**config.mk**
```make
export PLATFORM = sky130hd
export DESIGN_NAME = sent_frame_transmitter
export DESIGN_NICKNAME = d
export VERILOG_FILES = /design/src/shared/sent_tx_pkg.sv /design/src/design/sent_frame_transmitter.sv
export VERILOG_INCLUDE_DIRS = /design/src /design/src/shared
export SDC_FILE = /design/constraint.sdc
export NUM_CORES = 1
export LEC_CHECK = 0
export BUFFER_PORTS_ARGS = -buffer_cell sky130_fd_sc_hd__buf_2
export CORE_MARGIN = 2
export CORE_UTILIZATION = 35
export DETAILED_ROUTE_END_ITERATION = 8
export GPL_TIMING_DRIVEN = 1
export SYNTH_ARGS = -nofsm -noshare
export SYNTH_HDL_FRONTEND = slang
export SYNTH_SLANG_ARGS = --single-unit
```
**constraint.sdc**
```tcl
create_clock -name hclk -period 25.3 [get_ports hclk]
set_clock_uncertainty 0.1 [all_clocks]
set_input_delay 2.53 -clock hclk [delete_from_list [all_inputs] [get_ports hclk]]
set_output_delay 2.53 -clock hclk [all_outputs]
set_load 0.03 [all_outputs]
```
**src/shared/sent_tx_regs.svh**
```systemverilog
// Constants of the single-wire frame transmitter: offsets, fields, timing.
// Assumes a 200 MHz system clock and a 32-bit AHB-Lite register bus.
`ifndef SENT_TX_REGS_SVH
`define SENT_TX_REGS_SVH

`define SENT_CTRL_OFF 8'h00
`define SENT_SAMPLE_OFF 8'h04
`define SENT_AUX_OFF 8'h08
`define SENT_STAT_OFF 8'h0C

`define SENT_CTRL_MODE_LSB 0
`define SENT_CTRL_RATE_LSB 4
`define SENT_CTRL_FMT_LSB 9
`define SENT_CTRL_CRCST_BIT 11
`define SENT_SAMPLE_TEMP_LSB 16
`define SENT_AUX_DSTAT_LSB 8
`define SENT_AUX_SER_LSB 10
`define SENT_STAT_BUSY_BIT 12
`define SENT_STAT_WAIT_BIT 13
`define SENT_STAT_PEND_BIT 14

`define SENT_CTRL_RESET 32'h0000_0000
`define SENT_SAMPLE_RESET 32'h0000_0000
`define SENT_AUX_RESET 32'h0000_0000

`define SENT_CLK_HZ 200000000
`define SENT_UPDATE_HZ 128000
`define SENT_UPD_CYC (`SENT_CLK_HZ / `SENT_UPDATE_HZ)
`define SENT_SYNC_TICKS 56
`define SENT_NIB_BASE 12
`define SENT_LOW_TICKS 5
`define SENT_PAUSE_MIN 12
`define SENT_GAP_TICKS 7
`define SENT_TRIG_MIN_NS 1800
`define SENT_TRIG_MIN_CYC ((`SENT_TRIG_MIN_NS * 200 + 999) / 1000)
`define SENT_PROC_NS 70400
`define SENT_PROC_CYC (`SENT_PROC_NS * (`SENT_CLK_HZ / 1000000) / 1000)
`define SENT_CRC_SEED 4'h5
`define SENT_CRC_POLY 4'hD
`define SENT_CNT_MAX_F1 12'h00F

`endif

```
**src/shared/sent_tx_pkg.sv**
```systemverilog
// Types of the single-wire frame transmitter.
// Assumes nothing beyond a SystemVerilog compiler.
package sent_tx_pkg;

    typedef enum logic [5:0] {
        ST_IDLE  = 6'h01,
        ST_WAIT  = 6'h02,
        ST_GAP   = 6'h04,
        ST_SYNC  = 6'h08,
        ST_NIB   = 6'h10,
        ST_PAUSE = 6'h20
    } state_t;

    typedef struct packed {
        logic crc_st;
        logic [1:0] fmt;
        logic [4:0] rate;
        logic [2:0] mode;
    } cfg_t;

    typedef struct packed {
        logic [11:0] temp;
        logic [11:0] field;
    } sample_t;

    typedef struct packed {
        logic [1:0] ser;
        logic [1:0] dstat;
        logic [7:0] diag;
    } aux_t;

    typedef logic [7:0][3:0] nibs_t;

endpackage

```
**src/design/sent_frame_transmitter.sv**
```systemverilog
// Single-wire frame transmitter with AHB-Lite register slave.
// Assumes an external pull-up on the line and a synchronous AHB master.
`timescale 1ns/1ps
`include "sent_tx_regs.svh"

module sent_frame_transmitter #(
    parameter int PROC_CYC = `SENT_PROC_CYC
) (
    input wire logic hclk,
    input wire logic hresetn,
    input wire logic hsel,
    input wire logic [31:0] haddr,
    input wire logic [1:0] htrans,
    input wire logic hwrite,
    input wire logic [2:0] hsize,
    input wire logic hready,
    input wire logic [31:0] hwdata,
    output logic [31:0] hrdata,
    output logic hreadyout,
    output logic hresp,
    input wire logic sent_in,
    output logic sent_out,
    output logic sent_oe
);

////////////////////////////////////////////////////////////////////////////
// Helpers

function automatic logic [11:0] tick_cycles(logic [2:0] m, logic [4:0] r);
    logic [15:0] s;
    s = 16'(({11'h000, r} * 16'h00F4) / 16'h000A);
    if (m >= 3'h3) begin
        tick_cycles = (r == 5'h00) ? 12'h018 : s[11:0];
    end else begin
        case (r[3:0])
            4'h4: tick_cycles = 12'hB8A;
            4'h5: tick_cycles = 12'h788;
            4'h6: tick_cycles = 12'h5B8;
            4'h7: tick_cycles = 12'h4C4;
            4'h8: tick_cycles = 12'h3B8;
            4'h9: tick_cycles = 12'h2C4;
            4'hA: tick_cycles = 12'h1E8;
            4'hB: tick_cycles = 12'h156;
            4'hC: tick_cycles = 12'h0F4;
            4'hD: tick_cycles = 12'h0AA;
            4'hE: tick_cycles = 12'h07A;
            4'hF: tick_cycles = 12'h07A;
            default: tick_cycles = 12'h262;
        endcase
    end
endfunction

function automatic logic [3:0] crc_calc(sent_tx_pkg::nibs_t n,
                                        logic [2:0] last, logic st);
    logic [3:0] c;
    logic fb;
    c = `SENT_CRC_SEED;
    fb = 1'b0;
    for (int i = 0; i < 8; i++) begin
        if ((i > 0 || st) && 3'(i) < last) begin
            for (int b = 3; b >= 0; b--) begin
                fb = c[3];
                c = {c[2:0], n[i][b]} ^ (fb ? `SENT_CRC_POLY : 4'h0);
            end
        end
    end
    for (int b = 0; b < 4; b++) begin
        fb = c[3];
        c = {c[2:0], 1'b0} ^ (fb ? `SENT_CRC_POLY : 4'h0);
    end
    crc_calc = c;
endfunction

////////////////////////////////////////////////////////////////////////////
// Register slave

sent_tx_pkg::cfg_t cfg_ff, nxt_cfg;
sent_tx_pkg::sample_t live_ff, nxt_live;
sent_tx_pkg::aux_t aux_ff, nxt_aux;
logic wr_pend_ff, nxt_wr_pend;
logic [7:0] wr_addr_ff, nxt_wr_addr;
logic [31:0] rdata_ff, nxt_rdata;
logic addr_ph;
logic [31:0] stat_word;

sent_tx_pkg::state_t state_ff, nxt_state;
logic [11:0] cnt_ff, nxt_cnt;
logic pend_ff, nxt_pend;

assign addr_ph = hsel & hready & htrans[1];
assign stat_word = {17'h00000, pend_ff, state_ff == sent_tx_pkg::ST_WAIT,
                    state_ff[3] | state_ff[4] | state_ff[5], cnt_ff};

always_comb begin
    nxt_cfg = cfg_ff;
    nxt_live = live_ff;
    nxt_aux = aux_ff;
    nxt_wr_pend = addr_ph & hwrite;
    nxt_wr_addr = addr_ph ? haddr[7:0] : wr_addr_ff;
    nxt_rdata = 32'h0000_0000;
    if (wr_pend_ff) begin
        case (wr_addr_ff)
            `SENT_CTRL_OFF: nxt_cfg = {hwdata[11:4], hwdata[2:0]};
            `SENT_SAMPLE_OFF: nxt_live = {hwdata[27:16], hwdata[11:0]};
            `SENT_AUX_OFF: nxt_aux = hwdata[11:0];
            default: nxt_cfg = cfg_ff;
        endcase
    end
    if (addr_ph && !hwrite) begin
        case (haddr[7:0])
            `SENT_CTRL_OFF: nxt_rdata = {20'h00000, cfg_ff[10:3], 1'b0,
                                         cfg_ff[2:0]};
            `SENT_SAMPLE_OFF: nxt_rdata = {4'h0, live_ff.temp,
                                           4'h0, live_ff.field};
            `SENT_AUX_OFF: nxt_rdata = {20'h00000, aux_ff};
            `SENT_STAT_OFF: nxt_rdata = stat_word;
            default: nxt_rdata = 32'h0000_0000;
        endcase
    end
end

always_ff @(posedge hclk or negedge hresetn) begin
    if (!hresetn) begin
        cfg_ff <= 11'(`SENT_CTRL_RESET);
        live_ff <= 24'(`SENT_SAMPLE_RESET);
        aux_ff <= 12'(`SENT_AUX_RESET);
        wr_pend_ff <= 1'b0;
        wr_addr_ff <= 8'h00;
        rdata_ff <= 32'h0000_0000;
    end else begin
        cfg_ff <= nxt_cfg;
        live_ff <= nxt_live;
        aux_ff <= nxt_aux;
        wr_pend_ff <= nxt_wr_pend;
        wr_addr_ff <= nxt_wr_addr;
        rdata_ff <= nxt_rdata;
    end
end

assign hrdata = rdata_ff;
assign hreadyout = 1'b1;
assign hresp = 1'b0;

////////////////////////////////////////////////////////////////////////////
// Line sampling

logic line_s1_ff, line_s2_ff, line_d_ff;
logic oe_ff, nxt_oe;

always_ff @(posedge hclk or negedge hresetn) begin
    if (!hresetn) begin
        line_s1_ff <= 1'b1;
        line_s2_ff <= 1'b1;
        line_d_ff <= 1'b1;
    end else begin
        line_s1_ff <= sent_in;
        line_s2_ff <= line_s1_ff;
        line_d_ff <= line_s2_ff;
    end
end

////////////////////////////////////////////////////////////////////////////
// Frame engine

logic [11:0] cyc_ff, nxt_cyc, tick_cyc;
logic [7:0] tcnt_ff, nxt_tcnt;
logic [10:0] upd_ff, nxt_upd;
logic [2:0] idx_ff, nxt_idx, last_ff, nxt_last;
sent_tx_pkg::nibs_t nib_ff, nxt_nib;
sent_tx_pkg::sample_t hold_ff, nxt_hold, src;
logic [19:0] sfall_ff, nxt_sfall, sync_cyc;
logic [8:0] low_ff, nxt_low;
logic armed_ff, nxt_armed;
logic tick, upd_tick, load, restart, fall, rise, low_ok;

assign tick_cyc = tick_cycles(cfg_ff.mode, cfg_ff.rate);
assign sync_cyc = {8'h00, tick_cyc} * 20'(`SENT_SYNC_TICKS);
assign tick = cyc_ff >= tick_cyc - 12'h001;
assign upd_tick = upd_ff == 11'(`SENT_UPD_CYC - 1);
assign fall = !oe_ff && line_d_ff && !line_s2_ff;
assign rise = !oe_ff && !line_d_ff && line_s2_ff;
assign low_ok = cfg_ff.mode != 3'h2 || low_ff >= 9'(`SENT_TRIG_MIN_CYC);
assign src = (cfg_ff.mode == 3'h1) ? live_ff : hold_ff;

always_comb begin
    nxt_state = state_ff;
    nxt_cyc = tick ? 12'h000 : cyc_ff + 12'h001;
    // Saturates so long gaps never wrap below the minimum
    nxt_tcnt = (tick && tcnt_ff != 8'hFF) ? tcnt_ff + 8'h01 : tcnt_ff;
    nxt_upd = upd_tick ? 11'h000 : upd_ff + 11'h001;
    nxt_idx = idx_ff;
    nxt_last = last_ff;
    nxt_nib = nib_ff;
    nxt_cnt = cnt_ff;
    nxt_hold = hold_ff;
    nxt_pend = pend_ff;
    nxt_armed = armed_ff;
    nxt_sfall = (sfall_ff == 20'hFFFFF) ? sfall_ff : sfall_ff + 20'h00001;
    nxt_low = (armed_ff && !line_s2_ff && low_ff != 9'h1FF) ?
              low_ff + 9'h001 : low_ff;
    load = 1'b0;
    restart = 1'b0;
    if (pend_ff && upd_tick) begin
        nxt_hold = live_ff;
        nxt_pend = 1'b0;
    end
    case (state_ff)
        sent_tx_pkg::ST_IDLE: begin
            if (cfg_ff.mode == 3'h1 && upd_tick) begin
                load = 1'b1;
            end else if (cfg_ff.mode >= 3'h2) begin
                nxt_state = sent_tx_pkg::ST_WAIT;
            end
        end
        sent_tx_pkg::ST_WAIT: begin
            if (cfg_ff.mode < 3'h2) begin
                nxt_state = sent_tx_pkg::ST_IDLE;
                nxt_armed = 1'b0;
            end else if (fall) begin
                nxt_armed = 1'b1;
                nxt_sfall = 20'h00000;
                nxt_low = 9'h000;
                nxt_pend = 1'b1;
            end else if (rise && armed_ff) begin
                nxt_armed = 1'b0;
                if (low_ok) begin
                    nxt_state = sent_tx_pkg::ST_GAP;
                    restart = 1'b1;
                end
            end
        end
        sent_tx_pkg::ST_GAP: begin
            if (tcnt_ff >= 8'(`SENT_GAP_TICKS) &&
                {1'b0, sfall_ff} + {1'b0, sync_cyc} >= 21'(PROC_CYC)) begin
                load = 1'b1;
            end
        end
        sent_tx_pkg::ST_SYNC: begin
            if (tick && tcnt_ff == 8'(`SENT_SYNC_TICKS - 1)) begin
                nxt_state = sent_tx_pkg::ST_NIB;
                nxt_idx = 3'h0;
                restart = 1'b1;
            end
        end
        sent_tx_pkg::ST_NIB: begin
            if (tick && tcnt_ff ==
                8'(`SENT_NIB_BASE - 1) + {4'h0, nib_ff[idx_ff]}) begin
                restart = 1'b1;
                if (idx_ff == last_ff) begin
                    nxt_state = sent_tx_pkg::ST_PAUSE;
                    if ((cfg_ff.fmt == 2'h1 && cnt_ff >= `SENT_CNT_MAX_F1)
                        || cnt_ff == 12'hFFF) begin
                        nxt_cnt = 12'h000;
                    end else begin
                        nxt_cnt = cnt_ff + 12'h001;
                    end
                end else begin
                    nxt_idx = idx_ff + 3'h1;
                end
            end
        end
        sent_tx_pkg::ST_PAUSE: begin
            if (tcnt_ff >= 8'(`SENT_PAUSE_MIN)) begin
                if (cfg_ff.mode == 3'h1) begin
                    load = upd_tick;
                end else begin
                    nxt_state = (cfg_ff.mode == 3'h0) ?
                        sent_tx_pkg::ST_IDLE : sent_tx_pkg::ST_WAIT;
                end
            end
        end
        default: nxt_state = sent_tx_pkg::ST_IDLE;
    endcase
    if (load) begin
        nxt_state = sent_tx_pkg::ST_SYNC;
        restart = 1'b1;
        nxt_nib = '0;
        nxt_nib[0] = {aux_ff.ser, aux_ff.dstat};
        nxt_nib[1] = src.field[11:8];
        nxt_nib[2] = src.field[7:4];
        nxt_nib[3] = src.field[3:0];
        case (cfg_ff.fmt)
            2'h1: {nxt_nib[4], nxt_nib[5], nxt_nib[6]} =
                  {aux_ff.diag, cnt_ff[3:0]};
            2'h2: {nxt_nib[4], nxt_nib[5], nxt_nib[6]} = cnt_ff;
            2'h3: {nxt_nib[4], nxt_nib[5], nxt_nib[6]} = src.temp;
            default: nxt_nib[4] = 4'h0;
        endcase
        nxt_last = (cfg_ff.fmt == 2'h0) ? 3'h4 : 3'h7;
        nxt_nib[nxt_last] = crc_calc(nxt_nib, nxt_last, cfg_ff.crc_st);
    end
    if (restart) begin
        nxt_cyc = 12'h000;
        nxt_tcnt = 8'h00;
    end
    nxt_oe = (nxt_state == sent_tx_pkg::ST_SYNC ||
              nxt_state == sent_tx_pkg::ST_NIB ||
              nxt_state == sent_tx_pkg::ST_PAUSE) &&
             nxt_tcnt < 8'(`SENT_LOW_TICKS);
end

always_ff @(posedge hclk or negedge hresetn) begin
    if (!hresetn) begin
        state_ff <= sent_tx_pkg::ST_IDLE;
        cyc_ff <= 12'h000;
        tcnt_ff <= 8'h00;
        upd_ff <= 11'h000;
        idx_ff <= 3'h0;
        last_ff <= 3'h4;
        nib_ff <= '0;
        cnt_ff <= 12'h000;
        hold_ff <= '0;
        pend_ff <= 1'b0;
        armed_ff <= 1'b0;
        sfall_ff <= 20'h00000;
        low_ff <= 9'h000;
        oe_ff <= 1'b0;
    end else begin
        state_ff <= nxt_state;
        cyc_ff <= nxt_cyc;
        tcnt_ff <= nxt_tcnt;
        upd_ff <= nxt_upd;
        idx_ff <= nxt_idx;
        last_ff <= nxt_last;
        nib_ff <= nxt_nib;
        cnt_ff <= nxt_cnt;
        hold_ff <= nxt_hold;
        pend_ff <= nxt_pend;
        armed_ff <= nxt_armed;
        sfall_ff <= nxt_sfall;
        low_ff <= nxt_low;
        oe_ff <= nxt_oe;
    end
end

assign sent_out = 1'b0;
assign sent_oe = oe_ff;
endmodule // sent_frame_transmitter

```
==> metrics.md, run 1 <==
| Metric | Value |
|---|---|
| DP Wirelength | `26.76 mm` |
| Port Buf Inserts | `66` |
| WP buf/inv | `5` |
| Pin count of the biggest net entering global routing | `103` |
| Cells after synthesis | `approximately 1.6k` |
| Share of post-route cells with drive strength above 1 | `0.1633` |
| Die W | `214.6 um` |
| Critical path capture point type | `flip-flop` |
| Top-Level Pins | `~110` |
| Register area share after synthesis | `0.3662` |
| Ratio of final minimum period to clock period | `0.5443` |
| Max Cap Violations | `0` |
| Clk root buf | `clkbuf_16` |
| DR WL/cell | `between 15 and 20 um` |
| Most frequent CP cell | `ha_1` |
| Delay-heaviest family, CP | `compound AO/OA/AOI/OAI gates` |
| Tmin final | `13.77 ns` |
| Number of hold buffers added after cts | `0` |
| Total CTS buffers | `27` |
| Syn avg cell area | `9.686 um2` |
| Post-route DRC | `0` |
| Worst Tran Pin Value | `1.069 ns` |
| Nets | `1829` |
| Ant diodes | `0` |
| Rel. slew slack | `0.2799` |
| Setup ws final | `11.53 ns` |
| EDFF count, synth | `0` |
| H-tree depth | `1` |
| Slew Viols, Final | `0` |
| RSZ-0062 raised after global routing | `false` |
| Clk sinks | `227` |
| Tot GR Track Use | `0.1586` |
| Slowest cell delay on critical path | `0.90 ns` |
| Final hold violation count | `0` |
| DRT Wirelength | `36.63 mm` |
| Synth Cell Area | `0.01553 mm2` |
| Placer Congestion | `0.8349` |
| Layout area overhead | `11.49%` |
| Global route total overflow | `0` |
| Core footprint | `0.04403 mm2` |
| Post-CTS sizing | `0` |
| CP max stage cell | `a32oi_1` |
| Crit Path Max Fanout | `20` |
| Post-CTS Setup Inserts | `0` |
| Setup TNS | `0 ns` |
| Final ANT Viol Nets | `0` |
| Die height | `around 210 um` |
| Clock latency on the worst-skew pair | `about 0.56 ns` |
| CTS tree | `built` |
| Library cells used by synthesis | `between 90 and 100` |
| Setup violators final | `0` |
| First-pass GRT wire length | `~61 mm` |
| Fraction of registers with async set/reset | `1.000` |
| Clk slew on worst S/H paths | `0.06 ns` |
| Path type of the worst setup path | `reg -> reg` |
| TritonRoute pass-1 iters | `5` |
| Vias in the first global route | `11.68k` |
| Num rows | `77` |
| Synth warn | `0` |
| Initial antenna violation count | `0` |
| Vias/cell | `5.206` |
| Hold Crit Class | `reg -> reg` |
| Via count | `11.73k` |
| DRT iter0 DRCs | `between 600 and 700` |
| Setup crit start kind | `flip-flop` |
| Full die area | `0.04606 mm2` |
| Status | `finished clean` |
| Arr. time, crit path | `14.15 ns` |
| Initial core utilization | `0.3526` |
| Crit path required time | `25.68 ns` |
| Ys flop type | `dfrtp_1` |
| Max clock buf depth | `3` |
| Pre-CTS setup slack | `11.61 ns` |
| Seq cells post-synth | `227` |
| F_max | `about 73 MHz` |
==> metrics by stage <==
step                      instance area, um2  cells  hold slack, ns    util
after floorplan                        15550   1609          0.2452       -
after global placement                 16400   2202          0.2479  0.3726
after detailed placement               16400   2202          0.2535  0.3726
after CTS                              17310   2252          0.2621  0.3930
after global routing                   17310   2252          0.2618  0.3932
final                                  17310   2252          0.2580  0.3932
==> final timing paths <==
| kind | start | end | slack (ns) | cells after the start |
|---|---|---|---|---|
| worst max-delay path | cfg_ff[5]$_DFFE_PN0P_ | cyc_ff[5]$_DFF_PN0_ | 11.53 | 47 |
| worst min-delay path | line_s1_ff$_DFF_PN1_ | line_s2_ff$_DFF_PN1_ | 0.26 | 0 |
| worst max register to register | cfg_ff[5]$_DFFE_PN0P_ | cyc_ff[5]$_DFF_PN0_ | 11.53 | 47 |
| worst min register to register | line_s1_ff$_DFF_PN1_ | line_s2_ff$_DFF_PN1_ | 0.26 | 0 |
| max in group asynchronous | hresetn | cfg_ff[9]$_DFFE_PN0P_ | 21.81 | 2 |
| min in group asynchronous | hresetn | hrdata[5]$_DFF_PN0_ | 1.89 | 1 |
==> layer usage <==
| layer | part of all wire | GRT usage | vias to the layer above |
|---|---|---|---|
| met3 | 0.037 | 0.02128 | 48 |
| met5 | 0 | 0 | - |
| met4 | 0.025 | 0.04329 | 0 |
| met2 | 0.48 | 0.2703 | 194 |
| li1 | - | - | 5741 |
| met1 | 0.46 | 0.2115 | 5742 |
==> layout make-up <==
class                   instances  area (um2)
multi-input cells            1236        9296
clock buffers                  32       734.5
fillers                      4342       26720
inverters                      70       262.8
clock inverters                18       167.7
flip-flops and latches        227        5685
well taps                     592       740.7
repair buffers                 77       422.9
==> placed cells by master (no fill, tap or decap), drive strengths merged, types with 6 or more instances in the layout <==
cell	synthesis	final
conb	2	8
ha	95	95
or2	8	8
nor2	178	178
or3	10	10
o21bai	10	10
clkinv	1	12
clkbuf	53	32
nand2b	12	12
xnor2	105	105
and4	6	6
nor2b	7	7
mux4	19	19
inv	69	72
and2	21	21
and3	34	34
mux2i	16	16
a22oi	12	12
buf	23	77
fa	20	20
nand2	113	113
a31oi	32	32
o21ai	60	60
a211oi	16	16
a211o	7	7
nor3	33	33
nand4	20	20
nor3b	8	8
nand3	51	51
xor2	56	56
mux2	83	83
a21oi	69	69
nor4	13	13
dfrtp	223	223
a21o	27	27
==> cell usage after synthesis, types with 10 or more instances <==
master,n,area (um2)
o21ai_0,57,285.3
a211oi_1,14,105.1
inv_1,68,255.2
mux2i_1,16,160.2
xnor2_1,102,893.4
xor2_1,56,490.5
a22oi_1,12,90.09
o21bai_1,10,75.07
fa_1,20,400.4
dfrtp_1,223,5580
or3_1,10,62.56
nor4_1,11,68.82
a31oi_1,31,193.9
nor3_1,32,160.2
nand4_1,20,125.1
a21o_1,27,202.7
mux2_2,83,934.7
nor2_1,178,668.1
ha_1,95,1189
nand3_1,50,250.2
nand2_1,113,424.2
and2_1,21,131.4
mux4_2,19,427.9
nand2b_1,12,75.07
a21oi_1,68,340.3
and3_1,34,212.7
clkbuf_1,53,198.9
==> registers in the layout, indices dropped and copies added (netlist names), 3 cells and up <==
signal / cells
nib_ff: 32
hrdata: 27
hold_ff: 24
live_ff: 24
sfall_ff: 20
aux_ff: 12
cnt_ff: 12
cyc_ff: 12
cfg_ff: 11
upd_ff: 11
low_ff: 9
tcnt_ff: 8
wr_addr_ff: 8
state_ff: 6
idx_ff: 3
==> logic make-up (layout without fill, tap and decap cells) <==
family	after synthesis	count (layout)	share of synthesized area
compound gates	298	298	0.1310
fa+ha+maj	118	118	0.1044
simple gates	532	532	0.1676
buf+inv	146	197	0.03852
xor+xnor	162	162	0.09372
flops	227	227	0.3662
other cells	2	8	0.0004837
mux	118	118	0.09807
Power of run 1 is not shown: default switching activity piles up to over one toggle a cycle in this logic, so the estimate is an artifact.
==> inputs of run 2 (changes only) <==
- clock period: 25.3 -> 12.65 ns (I/O delays scaled with it)
==> run 2 against run 1 <==
Via count up 1.2%. Worst hold slack worse by 0.0035 ns. Setup slack lost 11 ns. Sequential cell count stayed put. Register-to-register slack lost 11 ns. Cell area increased by 2.0%. Fmax increased by 16%. Highest routed layer is now met5.
==> metrics.md, run 2 (synthesis results as in run 1) <==
| Metric | Value |
|---|---|
| Status | `finished clean (unchanged)` |
| Final ANT Viol Nets | `0 (unchanged)` |
| Path type of the worst setup path | `reg -> reg (unchanged)` |
| Setup crit start kind | `flip-flop (unchanged)` |
| Vias in the first global route | `11.88k (was 11.68k)` |
| Max reg flops | `32 (unchanged)` |
| Worst Tran Pin Value | `1.140 ns (was 1.069 ns)` |
| Top-Level Pins | `111 (unchanged)` |
| Clk root buf | `clkbuf_16 (unchanged)` |
| Die W | `214.6 um (unchanged)` |
| Via count | `11.87k (was 11.73k)` |
| Clk slew on worst S/H paths | `0.06 ns (about the same)` |
| Ant diodes | `0 (unchanged)` |
| Max clock buf depth | `3 (unchanged)` |
| Crit Path Max Fanout | `13 (was 20)` |
| Total CTS buffers | `27 (unchanged)` |
| Max Cap Violations | `0 (unchanged)` |
| Full die area | `0.04606 mm2 (unchanged)` |
| First-pass GRT wire length | `61.69 mm (was 60.64 mm)` |
| Most common cell after layout, fill and taps aside | `dfrtp_1 (unchanged)` |
| WP buf/inv | `6 (was 5)` |
| Hold Crit Class | `reg -> reg (unchanged)` |
| TritonRoute pass-1 iters | `5 (unchanged)` |
| Setup ws final | `0.7582 ns (was 11.53 ns)` |
| Dpl cells | `2219 (was 2202)` |
| Setup TNS | `0 ns (unchanged)` |
| Post-route DRC | `0 (unchanged)` |
| Tmin final | `11.89 ns (was 13.77 ns)` |
| Vias/cell | `5.220 (was 5.206)` |
| Ratio of final minimum period to clock period | `0.9401 (was 0.5443)` |
| Die height | `214.6 um (unchanged)` |
| Most flops, register | `nib_ff (unchanged)` |
| Delay-heaviest family, CP | `compound AO/OA/AOI/OAI gates (unchanged)` |
| Num rows | `77 (unchanged)` |
| Setup violators final | `0 (unchanged)` |
| Layout area overhead | `13.71% (was 11.49%)` |
| Number of hold buffers added after cts | `0 (unchanged)` |
| CTS tree | `built (unchanged)` |
| Clk sinks | `227 (unchanged)` |
| DP Wirelength | `27.19 mm (was 26.76 mm)` |
| Share of post-route cells with drive strength above 1 | `0.1837 (was 0.1633)` |
| Slowest cell delay on critical path | `0.63 ns (was 0.90 ns)` |
| Most frequent cells in the layout | `222 x dfrtp_1, 178 x nor2_1, 113 x nand2_1 (was 223 x dfrtp_1, 178 x nor2_1, 113 x nand2_1)` |
| H-tree depth | `1 (unchanged)` |
| Clock latency on the worst-skew pair | `0.56 ns (about the same)` |
| Arr. time, crit path | `12.27 ns (was 14.15 ns)` |
| Non-Filler Instances | `2274 (was 2252)` |
| Global route total overflow | `0 (unchanged)` |
| Initial antenna violation count | `2 (was 0)` |
| Initial core utilization | `0.3526 (unchanged)` |
| Nets | `1852 (was 1829)` |
| DRT Wirelength | `37.24 mm (was 36.63 mm)` |
| Tot GR Track Use | `0.1622 (was 0.1586)` |
| DRT iter0 DRCs | `602 (was 663)` |
| F_max | `84.09 MHz (was 72.62 MHz)` |
| Slew Viols, Final | `0 (unchanged)` |
| Final hold violation count | `0 (unchanged)` |
| Fill cells | `4294 (was 4342)` |
| Crit path required time | `13.03 ns (was 25.68 ns)` |
| Pin count of the biggest net entering global routing | `110 (was 103)` |
| Port Buf Inserts | `66 (unchanged)` |
| Rel. slew slack | `0.2317 (was 0.2799)` |
| Pre-CTS setup slack | `0.2558 ns (was 11.61 ns)` |
| Core footprint | `0.04403 mm2 (unchanged)` |
| CP max stage cell | `or4b_2 (was a32oi_1)` |
| Placer Congestion | `0.8487 (was 0.8349)` |
| DR WL/cell | `16.38 um (was 16.26 um)` |
| Critical path capture point type | `flip-flop (unchanged)` |
| Final hold slack | `0.2546 ns (was 0.2580 ns)` |
## run 2: per-layer routing
metal	GRT usage	wire length, um	up-vias
met3	0.02681	1403	64
met5	0	10	-
met2	0.2734	17820	186
met4	0.05741	1193	2
met1	0.2104	16820	5838
li1	-	-	5781
## run 2: worst reg2reg max path, delay by kind of cell, from the launching register on
kind,cells,cell delay (ns)
buffers and inverters,6,0.58
AO/OA/AOI/OAI,20,3.67
AND/OR/NAND/NOR,13,3.48
adder cells (fa/ha/maj),10,3.33
XOR/XNOR,1,0.18
flip-flops,1,0.48
## run 2: repair_timing
item / CTS / global route
buffers inserted: 0 / 5
gates resized for setup: 0 / 24
setup endpoints to repair: 0 / 56
hold endpoints to repair: 0 / 0
## run 2: layout make-up
class	instances	area [um2]	area share
Clock buffer	38	807.0	0.04571
Clock inverter	11	153.9	0.008717
Inverter	70	262.8	0.01488
Multi-Input combinational cell	1236	9410	0.5330
Sequential cell	227	5687	0.3221
Tap cell	592	740.7	0.04196
Timing Repair Buffer	100	593.1	0.03359
## run 2: final timing paths
check / start / endpoint / slack [ns] / depth (start not counted)
worst max-delay path: cfg_ff[5]$_DFFE_PN0P_ / cyc_ff[11]$_DFF_PN0_ / 0.76 / 50
worst max register to register: cfg_ff[5]$_DFFE_PN0P_ / cyc_ff[11]$_DFF_PN0_ / 0.76 / 50
worst min register to register: line_s1_ff$_DFF_PN1_ / line_s2_ff$_DFF_PN1_ / 0.25 / 0
max in group asynchronous: hresetn / upd_ff[8]$_DFF_PN0_ / 10.46 / 2
worst min-delay path: line_s1_ff$_DFF_PN1_ / line_s2_ff$_DFF_PN1_ / 0.25 / 0
min in group asynchronous: hresetn / hrdata[5]$_DFF_PN0_ / 0.65 / 1
## run 2: metrics by stage
| stage | cell area (um2) | util |
|---|---|---|
| 6_report | 17650 | 0.4010 |
| 5_1_grt | 17650 | 0.4010 |
| 4_1_cts | 17490 | 0.3973 |
| 3_5_place_dp | 16530 | 0.3755 |
| 3_3_place_gp | 16530 | 0.3755 |
| 2_1_floorplan | 15550 | - |
Power of run 2 is left out for the same reason.
==> inputs of run 3 (changes only) <==
==> constraint.sdc (replaced) <==
create_clock -name hclk -period 12.65 [get_ports hclk]
set_clock_uncertainty 0.1 [all_clocks]
set_input_delay 0.6325 -clock hclk [delete_from_list [all_inputs] [get_ports hclk]]
set_output_delay 0.6325 -clock hclk [all_outputs]
set_load 0.03 [all_outputs]
==> run 3 against run 2 <==
Cell area is 0.21% higher. Critical path depth shrank 1. Sequential share of layout area down 0.068 points. Routed wire length decreased by 1.2%. Worst hold slack worse by 0.16 ns. Setup slack got worse by 0.0046 ns. Via count barely moved. Register-to-register slack barely moved. Utilization is 0.085 points higher. Sequential cell count unchanged. Clock-buffer cell count decreased by 3. Largest cell class unchanged.
==> metrics.md, run 3 (synthesis results as in run 1) <==
| Metric | Value |
|---|---|
| Status | `finished clean (unchanged)` |
| CP max stage cell | `or4b_2 (unchanged)` |
| Pin count of the biggest net entering global routing | `82 (was 110)` |
| F_max | `84.06 MHz (was 84.09 MHz)` |
| Vias/cell | `5.218 (was 5.220)` |
| Setup crit start kind | `flip-flop (unchanged)` |
| Crit path required time | `13.02 ns (was 13.03 ns)` |
| Max reg flops | `32 (unchanged)` |
| Share of post-route cells with drive strength above 1 | `0.1804 (was 0.1837)` |
| Most common cell after layout, fill and taps aside | `dfrtp_1 (unchanged)` |
| Crit Path Max Fanout | `13 (unchanged)` |
| Ratio of final minimum period to clock period | `0.9404 (was 0.9401)` |
| Hold Crit Class | `in -> reg (was reg -> reg)` |
| Slew Viols, Final | `0 (unchanged)` |
| Core footprint | `0.04403 mm2 (unchanged)` |
| TritonRoute pass-1 iters | `7 (was 5)` |
| Most frequent cells in the layout | `222 x dfrtp_1, 178 x nor2_1, 113 x nand2_1 (unchanged)` |
| Critical path capture point type | `flip-flop (unchanged)` |
| Cell area after layout | `0.01769 mm2 (was 0.01765 mm2)` |
| Setup violators final | `0 (unchanged)` |
| Die height | `214.6 um (unchanged)` |
| Reg2reg start | `cfg_ff[5]$_DFFE_PN0P_ (unchanged)` |
| Placer Congestion | `0.8363 (was 0.8487)` |
| Final hold violation count | `0 (unchanged)` |
| Post-route DRC | `0 (unchanged)` |
| First-pass GRT wire length | `60.74 mm (was 61.69 mm)` |
| Clk slew on worst S/H paths | `0.06 ns (about the same)` |
| Fill cells | `4366 (was 4294)` |
| HP Start | `sent_in (was line_s1_ff$_DFF_PN1_)` |
| Total CTS buffers | `26 (was 27)` |
| Final ANT Viol Nets | `0 (unchanged)` |
| H-tree depth | `1 (unchanged)` |
| Via count | `11.86k (was 11.87k)` |
| Initial antenna violation count | `0 (was 2)` |
| Worst r2r dst | `cyc_ff[2]$_DFF_PN0_ (was cyc_ff[11]$_DFF_PN0_)` |
| Most flops, register | `nib_ff (unchanged)` |
| Full die area | `0.04606 mm2 (unchanged)` |
| Worst Hold Path EP | `line_s1_ff$_DFF_PN1_ (was line_s2_ff$_DFF_PN1_)` |
| DRT Wirelength | `36.80 mm (was 37.24 mm)` |
| Max Cap Violations | `0 (unchanged)` |
| DP Wirelength | `26.96 mm (was 27.19 mm)` |
| Critical path startpoint | `cfg_ff[5]$_DFFE_PN0P_ (unchanged)` |
| Max clock buf depth | `3 (unchanged)` |
| Global route total overflow | `0 (unchanged)` |
| Clk sinks | `227 (unchanged)` |
| Worst Tran Pin Value | `1.159 ns (was 1.140 ns)` |
| Final hold slack | `0.09045 ns (was 0.2546 ns)` |
| Hold depth | `1 (was 0)` |
| Nets | `1850 (was 1852)` |
| Path type of the worst setup path | `reg -> reg (unchanged)` |
| Clock latency on the worst-skew pair | `0.56 ns (about the same)` |
| Die W | `214.6 um (unchanged)` |
| Reg2reg path depth | `49 (was 50)` |
| Vias in the first global route | `11.83k (was 11.88k)` |
| Slowest cell delay on critical path | `0.63 ns (about the same)` |
| Port Buf Inserts | `66 (unchanged)` |
| DR WL/cell | `16.19 um (was 16.38 um)` |
| R2R Setup Slk | `0.75 ns (was 0.76 ns)` |
| CTS tree | `built (unchanged)` |
| Clk root buf | `clkbuf_16 (unchanged)` |
| Top-Level Pins | `111 (unchanged)` |
| Arr. time, crit path | `12.26 ns (was 12.27 ns)` |
| Rel. slew slack | `0.2259 (was 0.2317)` |
| Post-place instance area | `0.01651 mm2 (was 0.01653 mm2)` |
| DRT iter0 DRCs | `700 (was 602)` |
| Initial core utilization | `0.3526 (unchanged)` |
| Num rows | `77 (unchanged)` |
| Tot GR Track Use | `0.1590 (was 0.1622)` |
| Layout area overhead | `13.95% (was 13.71%)` |
| Tmin final | `11.90 ns (was 11.89 ns)` |
## run 3: cell types whose count changed in the layout (fill, tap and decap cells not counted), sizes merged
cell | before | now
clkinv | 5 | 7
inv | 71 | 69
diode | 0 | 1
dlygate4sd3 | 0 | 1
clkbuf | 38 | 35
bufinv | 3 | 5
a31o | 2 | 3
buf | 100 | 97
## run 3: timing repair
item,in CTS,in global routing
hold endpoints to repair,27,0
setup endpoints to repair,0,58
setup buffers,0,6
resized for setup,0,28
hold buffers,1,0
## run 3: area by class of cell
cell class | count | area (um2) | share of cell area
repair buffers | 98 | 599.3 | 0.03388
well taps | 592 | 740.7 | 0.04187
flip-flops and latches | 227 | 5687 | 0.3214
clock buffers | 35 | 744.5 | 0.04208
inverters | 70 | 262.8 | 0.01485
multi-input cells | 1237 | 9432 | 0.5331
clock inverters | 13 | 224.0 | 0.01266
diodes | 1 | 2.502 | 0.0001414
## run 3: metrics by stage
stage	setup TNS, ns	cells	util	worst slack, ns
after floorplan	0	1609	-	0.7123
after global placement	0	2216	0.3749	0.3752
after detailed placement	0	2216	0.3749	0.1316
after CTS	0	2265	0.3972	0.05167
after global routing	-0.2923	2272	0.4018	-0.05229
final	0	2273	0.4018	0.7537
## run 3: worst max-delay path by stage
| stage | to | slack, ns | depth (start not counted) |
|---|---|---|---|
| global route | cyc_ff[11]$_DFF_PN0_ | -0.05 | 50 |
| detailed placement | cyc_ff[10]$_DFF_PN0_ | 0.13 | 49 |
| CTS | cyc_ff[10]$_DFF_PN0_ | 0.05 | 48 |
| global placement | cyc_ff[5]$_DFF_PN0_ | 0.38 | 49 |
| floorplan | cyc_ff[10]$_DFF_PN0_ | 0.71 | 54 |
| finish | cyc_ff[2]$_DFF_PN0_ | 0.75 | 49 |
## run 3: critical path, delay by kind of cell, from the launching register on
kind | cells | cell delay, ns
simple gates | 13 | 3.49
xor+xnor | 1 | 0.27
compound gates | 20 | 3.58
fa+ha+maj | 10 | 3.39
flops | 1 | 0.48
buf+inv | 5 | 0.48
## run 3: routing by layer
metal,track usage,routed length [um]
met5,0,0
met4,0.05255,1125
met3,0.02496,1287
met2,0.2658,17640
met1,0.2104,16750
Power of run 3 is left out for the same reason.
